### src/shared/dcs_pkg.sv
// Shared constants, types and helpers of the DMA channel block.
package dcs_pkg;

    // Register byte offsets on the APB side.
    localparam int          ADDR_W   = 8;
    localparam logic [7:0]  OFF_CTRL = 8'h00;
    localparam logic [7:0]  OFF_STAT = 8'h04;
    localparam logic [7:0]  OFF_SRC  = 8'h08;
    localparam logic [7:0]  OFF_DST  = 8'h0C;
    localparam logic [7:0]  OFF_CNT  = 8'h10;
    localparam logic [7:0]  OFF_NXT  = 8'h14;
    localparam logic [7:0]  OFF_HOLD = 8'h8C;

    // Channel control bit positions.
    localparam int B_START    = 31;
    localparam int B_STOP     = 24;
    localparam int B_OK_IE    = 23;
    localparam int B_FAIL_IE  = 22;
    localparam int B_CHAIN_IE = 21;
    localparam int B_BIG      = 17;
    localparam int B_CONT     = 16;
    localparam int B_ONE      = 15;
    localparam int B_EXT      = 14;
    localparam int B_POL      = 13;
    localparam int B_LEV      = 12;
    localparam int B_COH      = 11;
    localparam int B_YLD      = 10;
    localparam int B_SIO      = 9;
    localparam int SSTEP_LSB  = 7;
    localparam int B_DIO      = 6;
    localparam int DSTEP_LSB  = 4;
    localparam int UNIT_LSB   = 2;
    localparam int PORT_LSB   = 0;
    localparam logic [31:0] CTRL_RESET = 32'h00E20000;
    localparam logic [31:0] CTRL_WMASK = 32'h00EFFFFF;

    // Channel status bit positions.
    localparam int S_ACT    = 31;
    localparam int S_OK     = 23;
    localparam int S_FAIL   = 22;
    localparam int S_CHAIN  = 21;
    localparam int S_SFAULT = 20;
    localparam int S_DFAULT = 19;
    localparam int S_CFAULT = 18;
    localparam int BSW_LSB  = 0;
    localparam int BSW_W    = 3;

    // Documented width of the byte counters.
    localparam int CNT_W = 24;

    // One memory-side access and its answer.
    typedef struct packed {
        logic        req;
        logic        we;
        logic [31:0] addr;
        logic [31:0] wdata;
        logic [2:0]  bytes;
    } dcs_bus_req_t;

    typedef struct packed {
        logic        ready;
        logic        err;
        logic [31:0] rdata;
    } dcs_bus_rsp_t;

    typedef enum logic [2:0] {
        ST_HALT, ST_WAIT, ST_ARB, ST_XFER_A, ST_XFER_B
    } dcs_state_t;

    // Byte count of a size code: 11 one byte, 10 two bytes, 0x four.
    function automatic logic [2:0] dcs_width_bytes(input logic [1:0] code);
        if (code == 2'h3) begin
            return 3'h1;
        end
        return code[1] ? 3'h2 : 3'h4;
    endfunction

endpackage
### src/hw/dcs_channel.sv
// One DMA channel: APB registers, request handling and transfer engine.
`timescale 1ns/10ps

module dcs_channel #(
    parameter int CNT_W = dcs_pkg::CNT_W
) (
    input  wire logic                       clk,
    input  wire logic                       rst_n,
    input  wire logic [dcs_pkg::ADDR_W-1:0] paddr,
    input  wire logic                       psel,
    input  wire logic                       penable,
    input  wire logic                       pwrite,
    input  wire logic [31:0]                pwdata,
    output logic      [31:0]                prdata,
    output logic                            pready,
    output logic                            pslverr,
    output dcs_pkg::dcs_bus_req_t           bus_req,
    input  wire dcs_pkg::dcs_bus_rsp_t      bus_rsp,
    output logic                            coherent_bus_request,
    output logic                            plain_bus_request,
    input  wire logic                       bus_grant,
    input  wire logic                       yield_request,
    input  wire logic                       transfer_req_in,
    output logic                            transfer_ack_out,
    output logic                            cycle_start_strobe,
    output logic                            irq
);
    import dcs_pkg::*;

    // The counter width cannot exceed the documented register field.
    if (CNT_W < 4 || CNT_W > dcs_pkg::CNT_W) begin : g_bad_width
        $error("CNT_W must lie between 4 and 24.");
    end

    typedef struct packed {
        dcs_state_t       st;
        logic [31:0]      ctrl;
        logic             ok;
        logic             fail;
        logic             chain;
        logic             sfault;
        logic             dfault;
        logic             cfault;
        logic [BSW_W-1:0] start_strobe_wait;
        logic [BSW_W-1:0] bsw_cnt;
        logic [31:0]      src;
        logic [31:0]      dst;
        logic [31:0]      hold;
        logic [CNT_W-1:0] cnt;
        logic [CNT_W-1:0] nxt;
        logic             edge_pend;
        logic [31:0]      prdata;
        logic             pready;
        logic             pslverr;
        dcs_bus_req_t     bus;
        logic             coh;
        logic             plain;
        logic             ack_lvl;
        logic             ack_out;
        logic             strobe;
        logic             irq;
    } dcs_regs_t;

    dcs_regs_t        s_q;
    dcs_regs_t        s_d;
    logic [31:0]      rdat;
    logic             mapped;
    logic [31:0]      src_nx;
    logic [31:0]      dst_nx;
    logic             req_level;
    logic             req_edge;
    logic [2:0]       unit;
    logic [2:0]       port;
    logic             wr_acc;

    // Per-request size and port width decode.
    assign unit   = dcs_width_bytes(s_q.ctrl[UNIT_LSB +: 2]);
    assign port   = dcs_width_bytes(s_q.ctrl[PORT_LSB +: 2]);
    assign wr_acc = psel && penable && pwrite && s_q.pready && !s_q.pslverr;

    // Addresses step per their code by the port width at the end of every completed unit.
    dcs_step u_src_step (
        .addr  (s_q.src),
        .step  (s_q.ctrl[SSTEP_LSB +: 2]),
        .width (port),
        .next  (src_nx)
    );
    dcs_step u_dst_step (
        .addr  (s_q.dst),
        .step  (s_q.ctrl[DSTEP_LSB +: 2]),
        .width (port),
        .next  (dst_nx)
    );

    // The request pin comes from outside and is synchronised first.
    dcs_reqdet u_reqdet (
        .clk       (clk),
        .rst_n     (rst_n),
        .pin       (transfer_req_in),
        .pol_high  (s_q.ctrl[B_POL]),
        .req_level (req_level),
        .req_edge  (req_edge)
    );

    // Read data mux; start and stop bits are never stored so read zero.
    always_comb begin
        rdat   = '0;
        mapped = 1'b1;
        unique case (paddr)
            OFF_CTRL: rdat = s_q.ctrl;
            OFF_STAT: begin
                rdat[S_ACT]    = (s_q.st == ST_WAIT);
                rdat[S_OK]     = s_q.ok;
                rdat[S_FAIL]   = s_q.fail;
                rdat[S_CHAIN]  = s_q.chain;
                rdat[S_SFAULT] = s_q.sfault;
                rdat[S_DFAULT] = s_q.dfault;
                rdat[S_CFAULT] = s_q.cfault;
                rdat[BSW_LSB +: BSW_W] = s_q.start_strobe_wait;
            end
            OFF_SRC:  rdat = s_q.src;
            OFF_DST:  rdat = s_q.dst;
            OFF_CNT:  rdat[CNT_W-1:0] = s_q.cnt;
            OFF_NXT:  rdat[CNT_W-1:0] = s_q.nxt;
            OFF_HOLD: rdat = s_q.hold;
            default:  mapped = 1'b0;
        endcase
    end

    // Next state: bus writes first, engine events after so a set wins.
    always_comb begin
        logic ext;
        logic single;
        logic pending;
        logic fin;
        logic [CNT_W-1:0] left;
        ext     = s_q.ctrl[B_EXT];
        single  = s_q.ctrl[B_ONE];
        pending = 1'b0;
        fin     = 1'b0;
        left    = '0;
        s_d        = s_q;
        s_d.strobe = 1'b0;
        // Zero-wait APB slave: ready is raised for the access phase.
        s_d.pready = psel && !penable;
        if (psel && !penable) begin
            s_d.prdata  = rdat;
            s_d.pslverr = !mapped;
        end
        if (wr_acc) begin
            unique case (paddr)
                OFF_CTRL: begin
                    // Stores byte order, chaining and all mode fields.
                    s_d.ctrl = pwdata & CTRL_WMASK;
                    if (pwdata[B_START]) begin
                        if (s_q.ok || s_q.fail) begin
                            s_d.fail   = 1'b1;
                            s_d.cfault = 1'b1;
                        end else if ((pwdata[B_SIO] && pwdata[B_DIO]) ||
                                     s_q.cnt == '0) begin
                            s_d.fail   = 1'b1;
                            s_d.cfault = 1'b1;
                        end else if (s_q.st == ST_HALT) begin
                            s_d.st        = ST_WAIT;
                            s_d.edge_pend = 1'b0;
                        end
                    end else if (pwdata[B_STOP] && s_q.st == ST_WAIT) begin
                        s_d.st = ST_HALT;
                    end
                end
                OFF_STAT: begin
                    if (!pwdata[S_OK]) begin
                        s_d.ok = 1'b0;
                    end
                    if (!pwdata[S_FAIL]) begin
                        s_d.fail   = 1'b0;
                        s_d.sfault = 1'b0;
                        s_d.dfault = 1'b0;
                        s_d.cfault = 1'b0;
                    end
                    if (!pwdata[S_CHAIN]) begin
                        s_d.chain = 1'b0;
                    end
                    s_d.start_strobe_wait = pwdata[BSW_LSB +: BSW_W];
                end
                OFF_SRC: s_d.src = pwdata;
                OFF_DST: s_d.dst = pwdata;
                OFF_CNT: s_d.cnt = pwdata[CNT_W-1:0];
                OFF_NXT: s_d.nxt = pwdata[CNT_W-1:0];
                default: s_d.ctrl = s_q.ctrl;
            endcase
        end
        // Edge mode keeps at most one pending request; further active edges merge into it.
        if (req_edge) begin
            s_d.edge_pend = 1'b1;
        end
        pending = !ext || (s_q.ctrl[B_LEV] ? req_level : s_q.edge_pend);
        unique case (s_q.st)
            ST_HALT: s_d.st = s_d.st;
            ST_WAIT: begin
                if (pending && s_d.st == ST_WAIT) begin
                    s_d.st        = ST_ARB;
                    s_d.edge_pend = req_edge;
                    s_d.coh       = s_q.ctrl[B_COH];
                    s_d.plain     = !s_q.ctrl[B_COH];
                end
            end
            ST_ARB: begin
                if (bus_grant) begin
                    s_d.st      = ST_XFER_A;
                    // Strobe wait only for port-to-memory single moves.
                    s_d.bsw_cnt = (single && s_q.ctrl[B_SIO]) ?
                                  s_q.start_strobe_wait : '0;
                end
            end
            ST_XFER_A: begin
                if (!s_q.bus.req) begin
                    if (s_q.bsw_cnt != '0) begin
                        s_d.bsw_cnt = s_q.bsw_cnt - 1'b1;
                    end else begin
                        s_d.bus.req   = 1'b1;
                        s_d.strobe    = 1'b1;
                        s_d.bus.bytes = unit;
                        // Single mode: one cycle, memory side addressed.
                        s_d.bus.we    = single && s_q.ctrl[B_SIO];
                        s_d.bus.addr  = (single && s_q.ctrl[B_SIO]) ?
                                        s_q.dst : s_q.src;
                        s_d.ack_lvl   = single || s_q.ctrl[B_SIO];
                    end
                end else if (bus_rsp.ready) begin
                    s_d.bus.req = 1'b0;
                    s_d.ack_lvl = 1'b0;
                    if (bus_rsp.err) begin
                        s_d.fail   = 1'b1;
                        s_d.sfault = 1'b1;
                        s_d.st     = ST_HALT;
                        s_d.coh    = 1'b0;
                        s_d.plain  = 1'b0;
                    end else if (single) begin
                        fin = 1'b1;
                    end else begin
                        s_d.hold = bus_rsp.rdata;
                        s_d.st   = ST_XFER_B;
                    end
                end
            end
            ST_XFER_B: begin
                if (!s_q.bus.req) begin
                    s_d.bus.req   = 1'b1;
                    s_d.strobe    = 1'b1;
                    s_d.bus.we    = 1'b1;
                    s_d.bus.bytes = unit;
                    s_d.bus.addr  = s_q.dst;
                    s_d.bus.wdata = s_q.hold;
                    s_d.ack_lvl   = s_q.ctrl[B_DIO];
                end else if (bus_rsp.ready) begin
                    s_d.bus.req = 1'b0;
                    s_d.ack_lvl = 1'b0;
                    if (bus_rsp.err) begin
                        s_d.fail   = 1'b1;
                        s_d.dfault = 1'b1;
                        s_d.st     = ST_HALT;
                        s_d.coh    = 1'b0;
                        s_d.plain  = 1'b0;
                    end else begin
                        fin = 1'b1;
                    end
                end
            end
        endcase
        // End of one unit: step pointers, count down, decide what next.
        if (fin) begin
            s_d.src = src_nx;
            s_d.dst = dst_nx;
            left    = (s_q.cnt > CNT_W'(unit)) ?
                      s_q.cnt - CNT_W'(unit) : '0;
            s_d.cnt = left;
            if (left == '0) begin
                s_d.coh   = 1'b0;
                s_d.plain = 1'b0;
                if (s_q.ctrl[B_CONT] && single) begin
                    // Port side holds the next memory start address.
                    s_d.chain = 1'b1;
                    s_d.cnt   = s_q.nxt;
                    if (s_q.ctrl[B_SIO]) begin
                        s_d.dst = s_q.src;
                    end else begin
                        s_d.src = s_q.dst;
                    end
                    s_d.st = ST_WAIT;
                end else begin
                    s_d.ok = 1'b1;
                    s_d.st = ST_HALT;
                end
            end else if (!ext && !(yield_request && s_q.ctrl[B_YLD])) begin
                s_d.st = ST_XFER_A;
            end else begin
                // Yielding or external: give the bus back at the break.
                s_d.st    = ST_WAIT;
                s_d.coh   = 1'b0;
                s_d.plain = 1'b0;
            end
        end
        // Acknowledge polarity only matters in external mode.
        s_d.ack_out = (ext && !s_q.ctrl[B_POL]) ?
                      !s_d.ack_lvl : s_d.ack_lvl;
        s_d.irq = (s_d.ok    && s_d.ctrl[B_OK_IE])   ||
                  (s_d.fail  && s_d.ctrl[B_FAIL_IE]) ||
                  (s_d.chain && s_d.ctrl[B_CHAIN_IE]);
    end

    // All channel state but the request pin synchroniser in u_reqdet lives in one register.
    always_ff @(posedge clk or negedge rst_n) begin
        if (!rst_n) begin
            s_q      <= '0;
            s_q.ctrl <= CTRL_RESET;
        end else begin
            s_q <= s_d;
        end
    end

    // Every output is a field of the state register.
    assign prdata               = s_q.prdata;
    assign pready               = s_q.pready;
    assign pslverr              = s_q.pslverr;
    assign bus_req              = s_q.bus;
    assign coherent_bus_request = s_q.coh;
    assign plain_bus_request    = s_q.plain;
    assign transfer_ack_out     = s_q.ack_out;
    assign cycle_start_strobe   = s_q.strobe;
    assign irq                  = s_q.irq;

    // Checks on the channel's own behaviour.
    property p_act_read;
        @(posedge clk) disable iff (!rst_n)
        (psel && !penable && paddr == OFF_STAT) |=>
            (prdata[S_ACT] == ($past(s_q.st) == ST_WAIT));
    endproperty
    a_act_read: assert property (p_act_read)
        else $error("Active bit does not match the waiting state.");

    property p_ok_clear;
        @(posedge clk) disable iff (!rst_n)
        (wr_acc && paddr == OFF_STAT && !pwdata[S_OK] &&
         s_q.st == ST_HALT) |=> !s_q.ok ##1 !(irq && !s_q.fail && !s_q.chain);
    endproperty
    a_ok_clear: assert property (p_ok_clear)
        else $error("Normal flag or its interrupt survived a clear.");

    property p_fail_clear;
        @(posedge clk) disable iff (!rst_n)
        (wr_acc && paddr == OFF_STAT && !pwdata[S_FAIL] &&
         s_q.st == ST_HALT) |=>
            !s_q.fail && !s_q.sfault && !s_q.dfault && !s_q.cfault;
    endproperty
    a_fail_clear: assert property (p_fail_clear)
        else $error("Abnormal clear left a fault flag set.");

    property p_start_err;
        @(posedge clk) disable iff (!rst_n)
        (wr_acc && paddr == OFF_CTRL && pwdata[B_START] &&
         s_q.st == ST_HALT && (s_q.ok || s_q.fail)) |=>
            s_q.st == ST_HALT && s_q.fail && s_q.cfault;
    endproperty
    a_start_err: assert property (p_start_err)
        else $error("Start with a done flag set did not fail.");

    property p_irq_on;
        @(posedge clk) disable iff (!rst_n)
        (s_q.ok && s_q.ctrl[B_OK_IE]) [*2] |-> irq;
    endproperty
    a_irq_on: assert property (p_irq_on)
        else $error("Enabled normal flag raised no interrupt.");

    property p_ack_low;
        @(posedge clk) disable iff (!rst_n)
        (s_q.ctrl[B_EXT] && !s_q.ctrl[B_POL] && !s_q.ack_lvl) [*2]
            |-> transfer_ack_out;
    endproperty
    a_ack_low: assert property (p_ack_low)
        else $error("Low-active acknowledge not idle high.");

    property p_coh;
        @(posedge clk) disable iff (!rst_n)
        $rose(coherent_bus_request) |->
            $past(s_q.ctrl[B_COH]) && !plain_bus_request;
    endproperty
    a_coh: assert property (p_coh)
        else $error("Coherent request raised with the plain mode.");

    property p_cnt;
        @(posedge clk) disable iff (!rst_n)
        (s_q.st == ST_XFER_B && s_q.bus.req && bus_rsp.ready &&
         !bus_rsp.err && s_q.cnt > CNT_W'(unit) && !wr_acc) |=>
            (s_q.cnt + CNT_W'($past(unit)) == $past(s_q.cnt));
    endproperty
    a_cnt: assert property (p_cnt)
        else $error("Counter did not drop by the transfer unit.");

    property p_hold;
        @(posedge clk) disable iff (!rst_n)
        (s_q.st == ST_XFER_A && !s_q.ctrl[B_ONE] && s_q.bus.req &&
         bus_rsp.ready && !bus_rsp.err) |=>
            s_q.hold == $past(bus_rsp.rdata) && s_q.st == ST_XFER_B;
    endproperty
    a_hold: assert property (p_hold)
        else $error("Holding register missed the source word.");

    c_ok: cover property (@(posedge clk) disable iff (!rst_n)
        $rose(s_q.ok));
    c_chain: cover property (@(posedge clk) disable iff (!rst_n)
        $rose(s_q.chain));
    c_fault: cover property (@(posedge clk) disable iff (!rst_n)
        $rose(s_q.sfault || s_q.dfault));
endmodule // dcs_channel

### src/hw/dcs_reqdet.sv
// Synchroniser and level or edge detector for the request pin.
`timescale 1ns/10ps
module dcs_reqdet (
    input  wire logic clk,
    input  wire logic rst_n,
    input  wire logic pin,
    input  wire logic pol_high,
    output logic      req_level,
    output logic      req_edge
);
    typedef struct packed {
        logic s1;
        logic s2;
        logic prev;
    } dcs_det_t;

    dcs_det_t s_q;
    dcs_det_t s_d;

    // Only the second stage looks at the first one.
    always_comb begin
        s_d      = s_q;
        s_d.s1   = pin;
        s_d.s2   = s_q.s1;
        s_d.prev = s_q.s2;
    end

    always_ff @(posedge clk or negedge rst_n) begin
        if (!rst_n) begin
            s_q <= '0;
        end else begin
            s_q <= s_d;
        end
    end

    // Active level and the transition into it follow the polarity.
    assign req_level = pol_high ? s_q.s2 : !s_q.s2;
    assign req_edge  = pol_high ? (s_q.s2 && !s_q.prev)
                                : (!s_q.s2 && s_q.prev);
endmodule // dcs_reqdet

### src/hw/dcs_step.sv
// Address stepper applying the fix, decrement or increment code.
`timescale 1ns/10ps
module dcs_step (
    input  wire logic [31:0] addr,
    input  wire logic [1:0]  step,
    input  wire logic [2:0]  width,
    output logic      [31:0] next
);
    // Code 1x holds, 01 steps down, 00 steps up by the port width.
    always_comb begin
        if (step[1]) begin
            next = addr;
        end else if (step[0]) begin
            next = addr - {29'h0000000, width};
        end else begin
            next = addr + {29'h0000000, width};
        end
    end
endmodule // dcs_step

### config.mk
export PLATFORM = sky130hd
export DESIGN_NAME = dcs_channel
export DESIGN_NICKNAME = d
export VERILOG_FILES = /design/src/shared/dcs_pkg.sv /design/src/hw/dcs_channel.sv /design/src/hw/dcs_reqdet.sv /design/src/hw/dcs_step.sv
export SDC_FILE = /design/constraint.sdc
export NUM_CORES = 1
export LEC_CHECK = 0
export ABC_AREA = 1
export BUFFER_PORTS_ARGS = -buffer_cell sky130_fd_sc_hd__buf_2
export CORE_ASPECT_RATIO = 1.2
export CORE_MARGIN = 1.5
export CORE_UTILIZATION = 40
export CTS_BUF_LIST = sky130_fd_sc_hd__clkbuf_2 sky130_fd_sc_hd__clkbuf_4 sky130_fd_sc_hd__clkbuf_8
export DETAILED_ROUTE_END_ITERATION = 16
export PLACE_DENSITY = 0.63
export SKIP_LAST_GASP = 1
export SYNTH_ARGS = -nofsm -noshare
export SYNTH_HDL_FRONTEND = slang
export SYNTH_SLANG_ARGS = --single-unit
### constraint.sdc
create_clock -name clk -period 3.12 [get_ports clk]
set_input_delay 0.156 -clock clk [delete_from_list [all_inputs] [get_ports clk]]
set_output_delay 0.156 -clock clk [all_outputs]
set_load 0.02 [all_outputs]
Word level (Yosys, flattened, before mapping)
Cells that the tools add are included.

word-level totals
  input port bits = 82
  word-level logic and storage cells = 264
  output and inout port bits = 108
  register bits after elaboration = 295

operators by class
  equality and inequality tests = 21
  reduce and logical (&&, ||, !) cells = 59
  bitwise operators = 3
  $add $sub $neg = 6
  mux-type cells = 140
  order comparisons = 1

operators with widths
  operator                                                               count
  32-bit two-way mux                                                     9
  64-bit two-way mux                                                     4
  24-bit two-way mux                                                     7
  3-bit two-way mux                                                      33
  15-bit case mux with 6 select lines                                    1
  68-bit two-way mux                                                     1
  34-bit case mux with 2 select lines                                    1
  32-bit by 3-bit adder with 32-bit output                               2
  32-bit by 3-bit subtractor with 32-bit output                          2
  1-bit two-way mux                                                      60
  49-bit two-way mux                                                     1
  24-bit zero test                                                       2
  44-bit two-way mux                                                     1
  6-bit case mux with 7 select lines                                     1
  34-bit two-way mux                                                     1
  33-bit two-way mux                                                     1
  24-bit by 3-bit greater-than comparator with 1-bit output              1
  24-bit by 3-bit subtractor with 24-bit output                          1
  3-bit case mux with 7 select lines                                     1
  7-bit case mux with 3 select lines                                     1
  1-bit logical AND                                                      18
  8-bit by 4-bit equality test with 1-bit output, second input constant  2
  8-bit by 5-bit equality test with 1-bit output, second input constant  2
  3-bit case mux with 5 select lines                                     1
  other kinds (26)                                                       76

Depth between registers and ports, before layout
Gate-level depths: netlist (run 1).

  word-level depth = 14
  gate-level depth with buffers = 24
  depth with buffers taken out = 22

Cells and area by module
Synthesis (run 1) repeated with hierarchy kept, for this count alone.

unflattened totals
  cell total of the unflattened synthesis = 3907
  area, all modules = 23921.7 µm²

by module, submodules not included
  module       cells an instance  area an instance (µm²)  seq. area each (µm²)  instances
  dcs_channel  2694               18152.4                 7312.0                1
  dcs_step     602                2832.7                  0.0                   2
  dcs_reqdet   9                  103.8                   75.1                  1

Worst setup path after synthesis (run 1)
Ideal clock, no wire load.

  path type = flip-flop to flip-flop
  start = register s_q[269] in the netlist's numbering
  end = register s_q[192] in the netlist's numbering
  stages on the path, launching flop included = 22
  data arrival time = 2771 ps
  data required time = 3043 ps
  setup slack = 271 ps
  clock period less this slack = 2849 ps
  path through = dfrtp_1 nand2_1 inv_1 ha_1 fa_1 inv_1 nand2_1 nand2_1 nand2_1 nand2_1 inv_2 nand2_2 buf_4 nand3_1 nand2_1 nor2_1 nand2_1 nor2_8 nand3_2 clkbuf_1 o211ai_1 a21oi_1

between the ends
  word-level cells in the longest chain between the ends = 8
  elaborated cells between the ends (all ways) = 10

RTL lines
  element                                                                                                                            line                                    source
  from (decl)                                                                                                                        dcs_channel.sv:64                       dcs_regs_t s_q;
  2-bit equality test                                                                                                                dcs_pkg.sv:72                           if (code == 2'h3) begin
  1-bit two-way mux                                                                                                                  dcs_pkg.sv:72
  3-bit two-way mux (*)                                                                                                              dcs_pkg.sv:75                           return code[1] ? 3'h2 : 3'h4;
  24-bit by 3-bit subtractor with 24-bit output / 24-bit by 3-bit greater-than comparator with 1-bit output (equally long branches)  dcs_channel.sv:276, dcs_channel.sv:275
  24-bit two-way mux (*)                                                                                                             dcs_channel.sv:275                      left = (s_q.cnt > CNT_W'(unit)) ?
  24-bit zero test (*)                                                                                                               dcs_channel.sv:278                      if (left == '0) begin
  64-bit two-way mux (*)                                                                                                             dcs_channel.sv:278
  64-bit two-way mux (*)                                                                                                             dcs_channel.sv:272                      if (fin) begin

Mark *: on every way between the ends. The rest lies on a longest branch, timed or not.
A chain may end at the register's enable or synchronous reset.

Worst setup path after layout (run 1)
  start = register s_q[268] in the netlist's numbering
  end = register s_q[142] in the netlist's numbering

between the ends
  word-level cells in the longest chain between the ends = 8
  elaborated cells between the ends (all ways) = 10

RTL lines
  element                                                                                                                            line
  2-bit equality test (*)                                                                                                            dcs_pkg.sv:72
  1-bit two-way mux (*)                                                                                                              dcs_pkg.sv:72
  3-bit two-way mux (*)                                                                                                              dcs_pkg.sv:75
  24-bit by 3-bit subtractor with 24-bit output / 24-bit by 3-bit greater-than comparator with 1-bit output (equally long branches)  dcs_channel.sv:276, dcs_channel.sv:275
  24-bit two-way mux (*)                                                                                                             dcs_channel.sv:275
  24-bit zero test / 24-bit two-way mux (equally long branches)                                                                      dcs_channel.sv:278, dcs_channel.sv:281
  24-bit two-way mux (*)                                                                                                             dcs_channel.sv:278
  24-bit two-way mux (*)                                                                                                             dcs_channel.sv:272

Marked as above.

==> flow_metrics.py, run 1 <==
metrics = {
    "power_and_ir_drop": {
        "pwr_density_cell_nw_per_um2": 874,
        "irDropWorstVdd_mv": 0.365,
        "p_seq_frac": 0.291,
        "p_comb_frac": 0.535,
        "switchingPower_mw": 10.5,
        "p_sw_frac": 0.486,
        "leakage_nw": 12.0,
        "p_int_mw": 11.1,
        "p_clk_frac": 0.173,
    },
    "cells_and_area": {
        "final_common_cell": "nand2_1",
        "mostFrequentLayoutCells": "nand2_1 (616), nor2_1 (396), inv_1 (316)",
        "area_delta_synth_final_pct": 20.4,
        "fin_nets": 3401,
        "layout-drive-gt1-share": 0.173,
    },
    "sta": {
        "relSlewSlack": 0.152,
        "finalSetupTns_ns": -0.0548,
        "max_freq_mhz": 316,
        "fin_crit_ns": 3.16,
        "finalHoldViolCount": 0,
        "finClkSkew_ns": 0.0311,
        "drv_slew": 0,
        "hold_slack_ns": 0.00993,
        "worst_slew_pin_slew_ns": 1.27,
        "worst_slack_ns": -0.0404,
        "finalSetupViolCount": 4,
        "period_share": 1.01,
        "rsz0062_at_grt": "yes",
    },
    "routing": {
        "drtIter0Drc": 2379,
        "wl_mm": 87.7,
        "remaining_drc_errors": 0,
        "vias_per_cell": 5.70,
        "firstDrtPassIters": 5,
        "routedWlPerCell_um": 22.3,
        "dr_total_vias": 22400,
        "ant_nets": 0,
    },
    "synthesis": {
        "synthCells": 3003,
        "postSynthAreaPerCell_um2": 6.84,
        "netlist_top_cells_area": "dfrtp_1 (35%), nand2_1 (12%), nor2_1 (7.6%), o21ai_0 (6.6%), inv_1 (5.9%)",
        "postSynthNetCount": 3156,
        "ys_seq_area_frac": 0.360,
        "ys_types": 49,
        "syn_area_um2": 20500,
        "ys_warn_count": 0,
        "synth-seq-cells": 295,
        "yosys.area.top_type_share": 0.355,
        "synth_top_cell_by_area": "dfrtp_1",
    },
    "die": {
        "coreArea_um2": 50400,
        "num_rows": 90,
        "dieArea_um2": 52700,
        "die_h_um": 251,
        "boundaryPins": 190,
        "initial_utilization": 0.407,
        "die_w_um": 210,
    },
    "global_route": {
        "grt_util_met2": 0.542,
        "use_met1": 0.407,
        "grt-busiest-layer": "met2",
        "grt_usage": 0.327,
        "grt_pass1_vias": 21500,
        "grt_overflow": 0,
        "antenna_found_initial": 3,
        "grt_pass1_wl_mm": 130,
        "grt_max_degree": 92,
        "grt_use_met3": 0.0556,
    },
    "outcome": {
        "status": "finished, violations left",
        "violations": "negative setup slack",
    },
    "placement": {
        "io_buffer_count": 189,
        "dp_hpwl_mm": 66.2,
        "gp_congestion": 0.977,
    },
    "clock_network": {
        "clock_path_buffers": 3,
        "cts_tree": "built",
        "ctsHtreeMaxLevel": 2,
        "clock-root-buffer": "clkbuf_8",
        "worst_setup_hold_path_clk_slew_ns": 0.07,
        "numCtsBuffers": 46,
        "clk_latency_ns": 0.61,
        "cts.sinks": 295,
    },
    "critical_path": {
        "crit_fanout": 14,
        "cpPeakStageDelay_ns": 0.40,
        "cp.required_ns": 3.64,
        "critPathTopFamily": "simple AND/OR/NAND/NOR gates",
        "path_buf_inv": 7,
        "cp-end-kind": "flop",
        "cp_common_cell": "nand2_4",
        "path_class": "flop to flop",
        "crit_path_start_kind": "flop",
        "worstPathArrival_ns": 3.68,
        "slowest_stage": "dfrtp_1",
    },
    "flow_run": {
        "cap_violations": 0,
    },
    "worst_hold_path": {
        "hold_path_class": "input pin to flop",
    },
}
metrics by stage:
step	util	instances	total power [mW]	setup slack [ns]	area (um^2)
floorplan	-	3003	13.2	0.271	20500
global placement	0.444	3766	17.0	-0.195	22400
detailed placement	0.444	3766	17.1	-0.250	22400
CTS	0.482	3924	21.1	0.000385	24300
global route	0.490	3927	23.0	-0.187	24700
finish	0.490	3928	21.6	-0.0404	24700
cells by family (layout without fill, tap and decap cells):
kind of cell / Yosys count / count (layout) / synth area share
fa+ha+maj: 71 / 71 / 0.0444
simple gates: 1373 / 1373 / 0.277
flops: 295 / 295 / 0.360
other cells: 0 / 2 / 0
xor+xnor: 21 / 21 / 0.00896
buf+inv: 556 / 835 / 0.123
compound gates: 687 / 687 / 0.187
layer usage:
metal | share of wire | up-vias
met4 | 0.058 | 4
met2 | 0.47 | 1090
met3 | 0.080 | 252
met1 | 0.39 | 10700
met5 | 0.00026 | -
li1 | - | 10400
path summary, 6_finish.rpt:
| kind | start | end | depth (start not counted) | slack (ns) |
|---|---|---|---|---|
| max | s_q[268]$_DFFE_PN0P_ | s_q[142]$_DFFE_PN0P_ | 25 | -0.04 |
| min | paddr[3] | pslverr$_DFFE_PN0P_ | 5 | 0.01 |
| max reg2reg | s_q[268]$_DFFE_PN0P_ | s_q[142]$_DFFE_PN0P_ | 25 | -0.04 |
| min reg2reg | u_reqdet.s_d[1]$_DFF_PN0_ | u_reqdet.s_d[0]$_DFF_PN0_ | 0 | 0.35 |
| max in group asynchronous | rst_n | bus_req[46]$_DFFE_PN0P_ | 3 | 2.03 |
| min in group asynchronous | rst_n | bus_req[27]$_DFFE_PN0P_ | 2 | 0.15 |
final cells by class:
cell class                 instances  area (um^2)
tap                              644          806
fill                            5060        25700
multi-input combinational       2152        11100
timing repair buffer             424         3140
antenna                            2         5.00
inverter                         329         1240
clock inverter                     9          128
clock buffer                      73          905
sequential                       295         7390
repair_timing:
action	CTS	global route
pin swaps	11	26
hold endpoints to repair	188	0
hold buffers	67	0
endpoints found under the setup margin	94	95
gates cloned	1	0
gates resized for setup	40	98
setup buffers	8	2
power by group through the flow:
stage | registers [mW] | logic (mW) | clock network [mW]
after floorplan | 5.82 | 7.36 | 0
after global placement | 6.24 | 10.8 | 0
after detailed placement | 6.27 | 10.8 | 0
after CTS | 6.21 | 11.1 | 3.78
after global routing | 6.37 | 12.7 | 3.93
final | 6.29 | 11.6 | 3.74
tightest hold or removal path, stage by stage:
cell,delay [ns]
buf_2,0.10
nor2_1,0.06
nand2_1,0.06
nand4_1,0.12
o21ai_0,0.09
registers in the layout (all words and copies together), names as in the netlist:
signal / count
pready: 1
prdata: 32
bus_req: 69
u_reqdet.s_q: 1
plain_bus_request: 1
transfer_ack_out: 1
cycle_start_strobe: 1
irq: 1
coherent_bus_request: 1
u_reqdet.s_d: 2
pslverr: 1
s_q: 184
synth_stat cells, drive strengths merged:
cell and number:
a2111oi 1, a211oi 7, a21o 8, a21oi 220
a221oi 4, a22o 1, a22oi 21, a2bb2oi 1
a31oi 16, and2 1, buf 134, clkbuf 93
clkinv 4, dfrtp 291, dfstp 4, fa 3
ha 68, inv 325, nand2 639, nand3 234
nand3b 7, nand4 16, nor2 421, nor3 31
nor4 14, o2111ai 4, o211ai 58, o21a 3
o21ai 274, o21bai 5, o221ai 2, o22ai 60
o31ai 1, o41ai 1, or2 10, xnor2 10
xor2 11
(Power assumes the default switching activity.)
==> inputs of run 2 (changes only) <==
- CTS_BUF_LIST: sky130_fd_sc_hd__clkbuf_2 sky130_fd_sc_hd__clkbuf_4 sky130_fd_sc_hd__clkbuf_8 -> sky130_fd_sc_hd__clkbuf_4 sky130_fd_sc_hd__clkbuf_8
- PLACE_DENSITY: 0.63 -> 0.66
- clock period: 3.12 -> 2.85 ns (I/O delays scaled with it)
==> run 2 against run 1 <==
Net effect: first-iteration DRC count is 3.6% higher; worst setup slack lost 0.31 ns; largest power group unchanged; highest routed layer is now met4; fmax fell by 1.4%; wire length is 2.0% lower; the flow still finishes with violations (negative setup slack); critical endpoint is now s_q[217]$_DFFE_PN0P_; clock skew shrank 0.0066 ns.
==> flow_metrics.py, run 2 (synthesis results as in run 1) <==
metrics = {
    "routing": {
        "vias_per_cell": 5.68,
        "drtIter0Drc": 2464,
        "ant_nets": 0,
        "routedWlPerCell_um": 21.4,
        "firstDrtPassIters": 7,
        "dr_total_vias": 22800,
        "wl_mm": 86.0,
        "remaining_drc_errors": 0,
    },
    "sta": {
        "drv_slew": 0,
        "rsz0062_at_grt": "yes",
        "relSlewSlack": 0.133,
        "worst_slack_ns": -0.354,
        "period_share": 1.12,
        "fin_crit_ns": 3.20,
        "finalSetupTns_ns": -23.67,
        "finalHoldViolCount": 0,
        "worst_slew_pin_slew_ns": 1.30,
        "max_freq_mhz": 312,
        "finalSetupViolCount": 93,
        "finClkSkew_ns": 0.0244,
    },
    "clock_network": {
        "cts_tree": "built",
        "cts.sinks": 295,
        "numCtsBuffers": 46,
        "clk_latency_ns": 0.61,
        "worst_setup_hold_path_clk_slew_ns": 0.06,
        "clock_path_buffers": 3,
        "clock-root-buffer": "clkbuf_8",
        "ctsHtreeMaxLevel": 2,
    },
    "power_and_ir_drop": {
        "p_int_mw": 12.5,
        "pwr_density_cell_nw_per_um2": 920,
        "irDropWorstVdd_mv": 0.360,
        "switchingPower_mw": 11.4,
        "p_comb_frac": 0.566,
        "p_clk_frac": 0.158,
        "p_seq_frac": 0.276,
        "p_total_mw": 23.9,
        "p_sw_frac": 0.479,
        "leakage_nw": 12.6,
    },
    "cells_and_area": {
        "area_delta_synth_final_pct": 26.5,
        "largest_reg_flops": 184,
        "layout-drive-gt1-share": 0.207,
        "final_common_cell": "nand2_1",
        "mostFrequentLayoutCells": "nand2_1 (605), nor2_1 (400), inv_1 (312)",
        "nFillCells": 4897,
        "post-route-util": 0.515,
        "top_register": "s_q",
        "fin_nets": 3500,
    },
    "global_route": {
        "grt_overflow": 0,
        "grt_usage": 0.315,
        "grt_pass1_wl_mm": 127,
        "grt_max_degree": 97,
        "antenna_found_initial": 2,
        "grt_pass1_vias": 21900,
    },
    "placement": {
        "dp_hpwl_mm": 63.4,
        "io_buffer_count": 189,
        "place_ws_ns": -0.320,
        "gp_congestion": 1.03,
    },
    "die": {
        "boundaryPins": 190,
        "initial_utilization": 0.407,
        "num_rows": 90,
        "die_w_um": 210,
        "die_h_um": 251,
        "coreArea_um2": 50400,
        "dieArea_um2": 52700,
    },
    "critical_path": {
        "worstPathArrival_ns": 3.69,
        "crit_fanout": 8,
        "cp-end-kind": "flop",
        "path_class": "flop to flop",
        "crit_path_start_kind": "flop",
        "cp.required_ns": 3.34,
    },
    "outcome": {
        "status": "finished, violations left",
        "violations": "negative setup slack",
    },
    "flow_run": {
        "cap_violations": 0,
    },
    "worst_hold_path": {
        "hold_path_class": "input pin to flop",
    },
}
-- run 2: what timing repair did --
item | CTS | global route
hold endpoints to repair | 185 | 0
gates cloned | 6 | 8
endpoints found under the setup margin | 95 | 105
gates resized for setup | 89 | 107
pin swaps | 19 | 48
hold buffers | 69 | 0
setup buffers | 14 | 12
-- run 2: layer usage --
metal	share of wire	global-route usage
met4	0.073	0.194
met3	0.083	0.0399
met5	0	0
met2	0.47	0.532
met1	0.38	0.382
-- run 2: stage by stage --
step / std cells / cell area, um^2 / hold slack (ns)
CTS: 3997 / 25200 / 0.00499
finish: 4018 / 26000 / 0.0231
detailed placement: 3834 / 22900 / 0.254
global placement: 3834 / 22900 / 0.253
global route: 4018 / 26000 / 0.0539
floorplan: 3003 / 20500 / -0.153
-- run 2: cell type report --
type	count	area, um^2	area share
Antenna cell	1	2.50	0.0000963
Multi-Input combinational cell	2152	11400	0.438
Clock buffer	69	875	0.0337
Timing Repair Buffer	523	4240	0.163
Tap cell	644	806	0.0310
Clock inverter	5	50.0	0.00193
Inverter	329	1250	0.0480
Sequential cell	295	7390	0.284
-- run 2: final timing paths --
check / startpoint / slack, ns / endpoint / cells past startpoint
worst min-delay path: pwdata[24] / 0.02 / s_q[246]$_DFFE_PN0P_ / 5
worst max-delay path: s_q[268]$_DFFE_PN0P_ / -0.35 / s_q[217]$_DFFE_PN0P_ / 22
worst max register to register: s_q[268]$_DFFE_PN0P_ / -0.35 / s_q[217]$_DFFE_PN0P_ / 22
min in group asynchronous: rst_n / 0.21 / s_q[165]$_DFFE_PN0P_ / 2
worst min register to register: u_reqdet.s_d[1]$_DFF_PN0_ / 0.35 / u_reqdet.s_d[0]$_DFF_PN0_ / 0
max in group asynchronous: rst_n / 1.72 / s_q[288]$_DFF_PN1_ / 3
-- run 2: power by group through the flow --
stage / combinational, mW / sequential (mW) / clock [mW]
global route: 14.7 / 6.68 / 3.96
global placement: 12.3 / 6.59 / 0
finish: 13.5 / 6.60 / 3.78
CTS: 12.8 / 6.54 / 3.80
detailed placement: 12.4 / 6.59 / 0
floorplan: 8.05 / 6.37 / 0
-- run 2: critical path: stages (launching register included) --
cell and delay [ns]:
dfrtp_1 0.41, nand2_1 0.08, inv_2 0.09, ha_4 0.14
fa_2 0.18, inv_2 0.04, nand2_2 0.07, nand2_2 0.06
buf_6 0.13, nor2_4 0.21, nand3_1 0.20, nand3_4 0.15
nand2_4 0.06, nor2_4 0.12, nand2_4 0.07, nor2_8 0.15
buf_6 0.14, nand3_4 0.12, buf_12 0.17, clkbuf_16 0.16
or2_4 0.23, nand3_2 0.06, a21oi_2 0.05
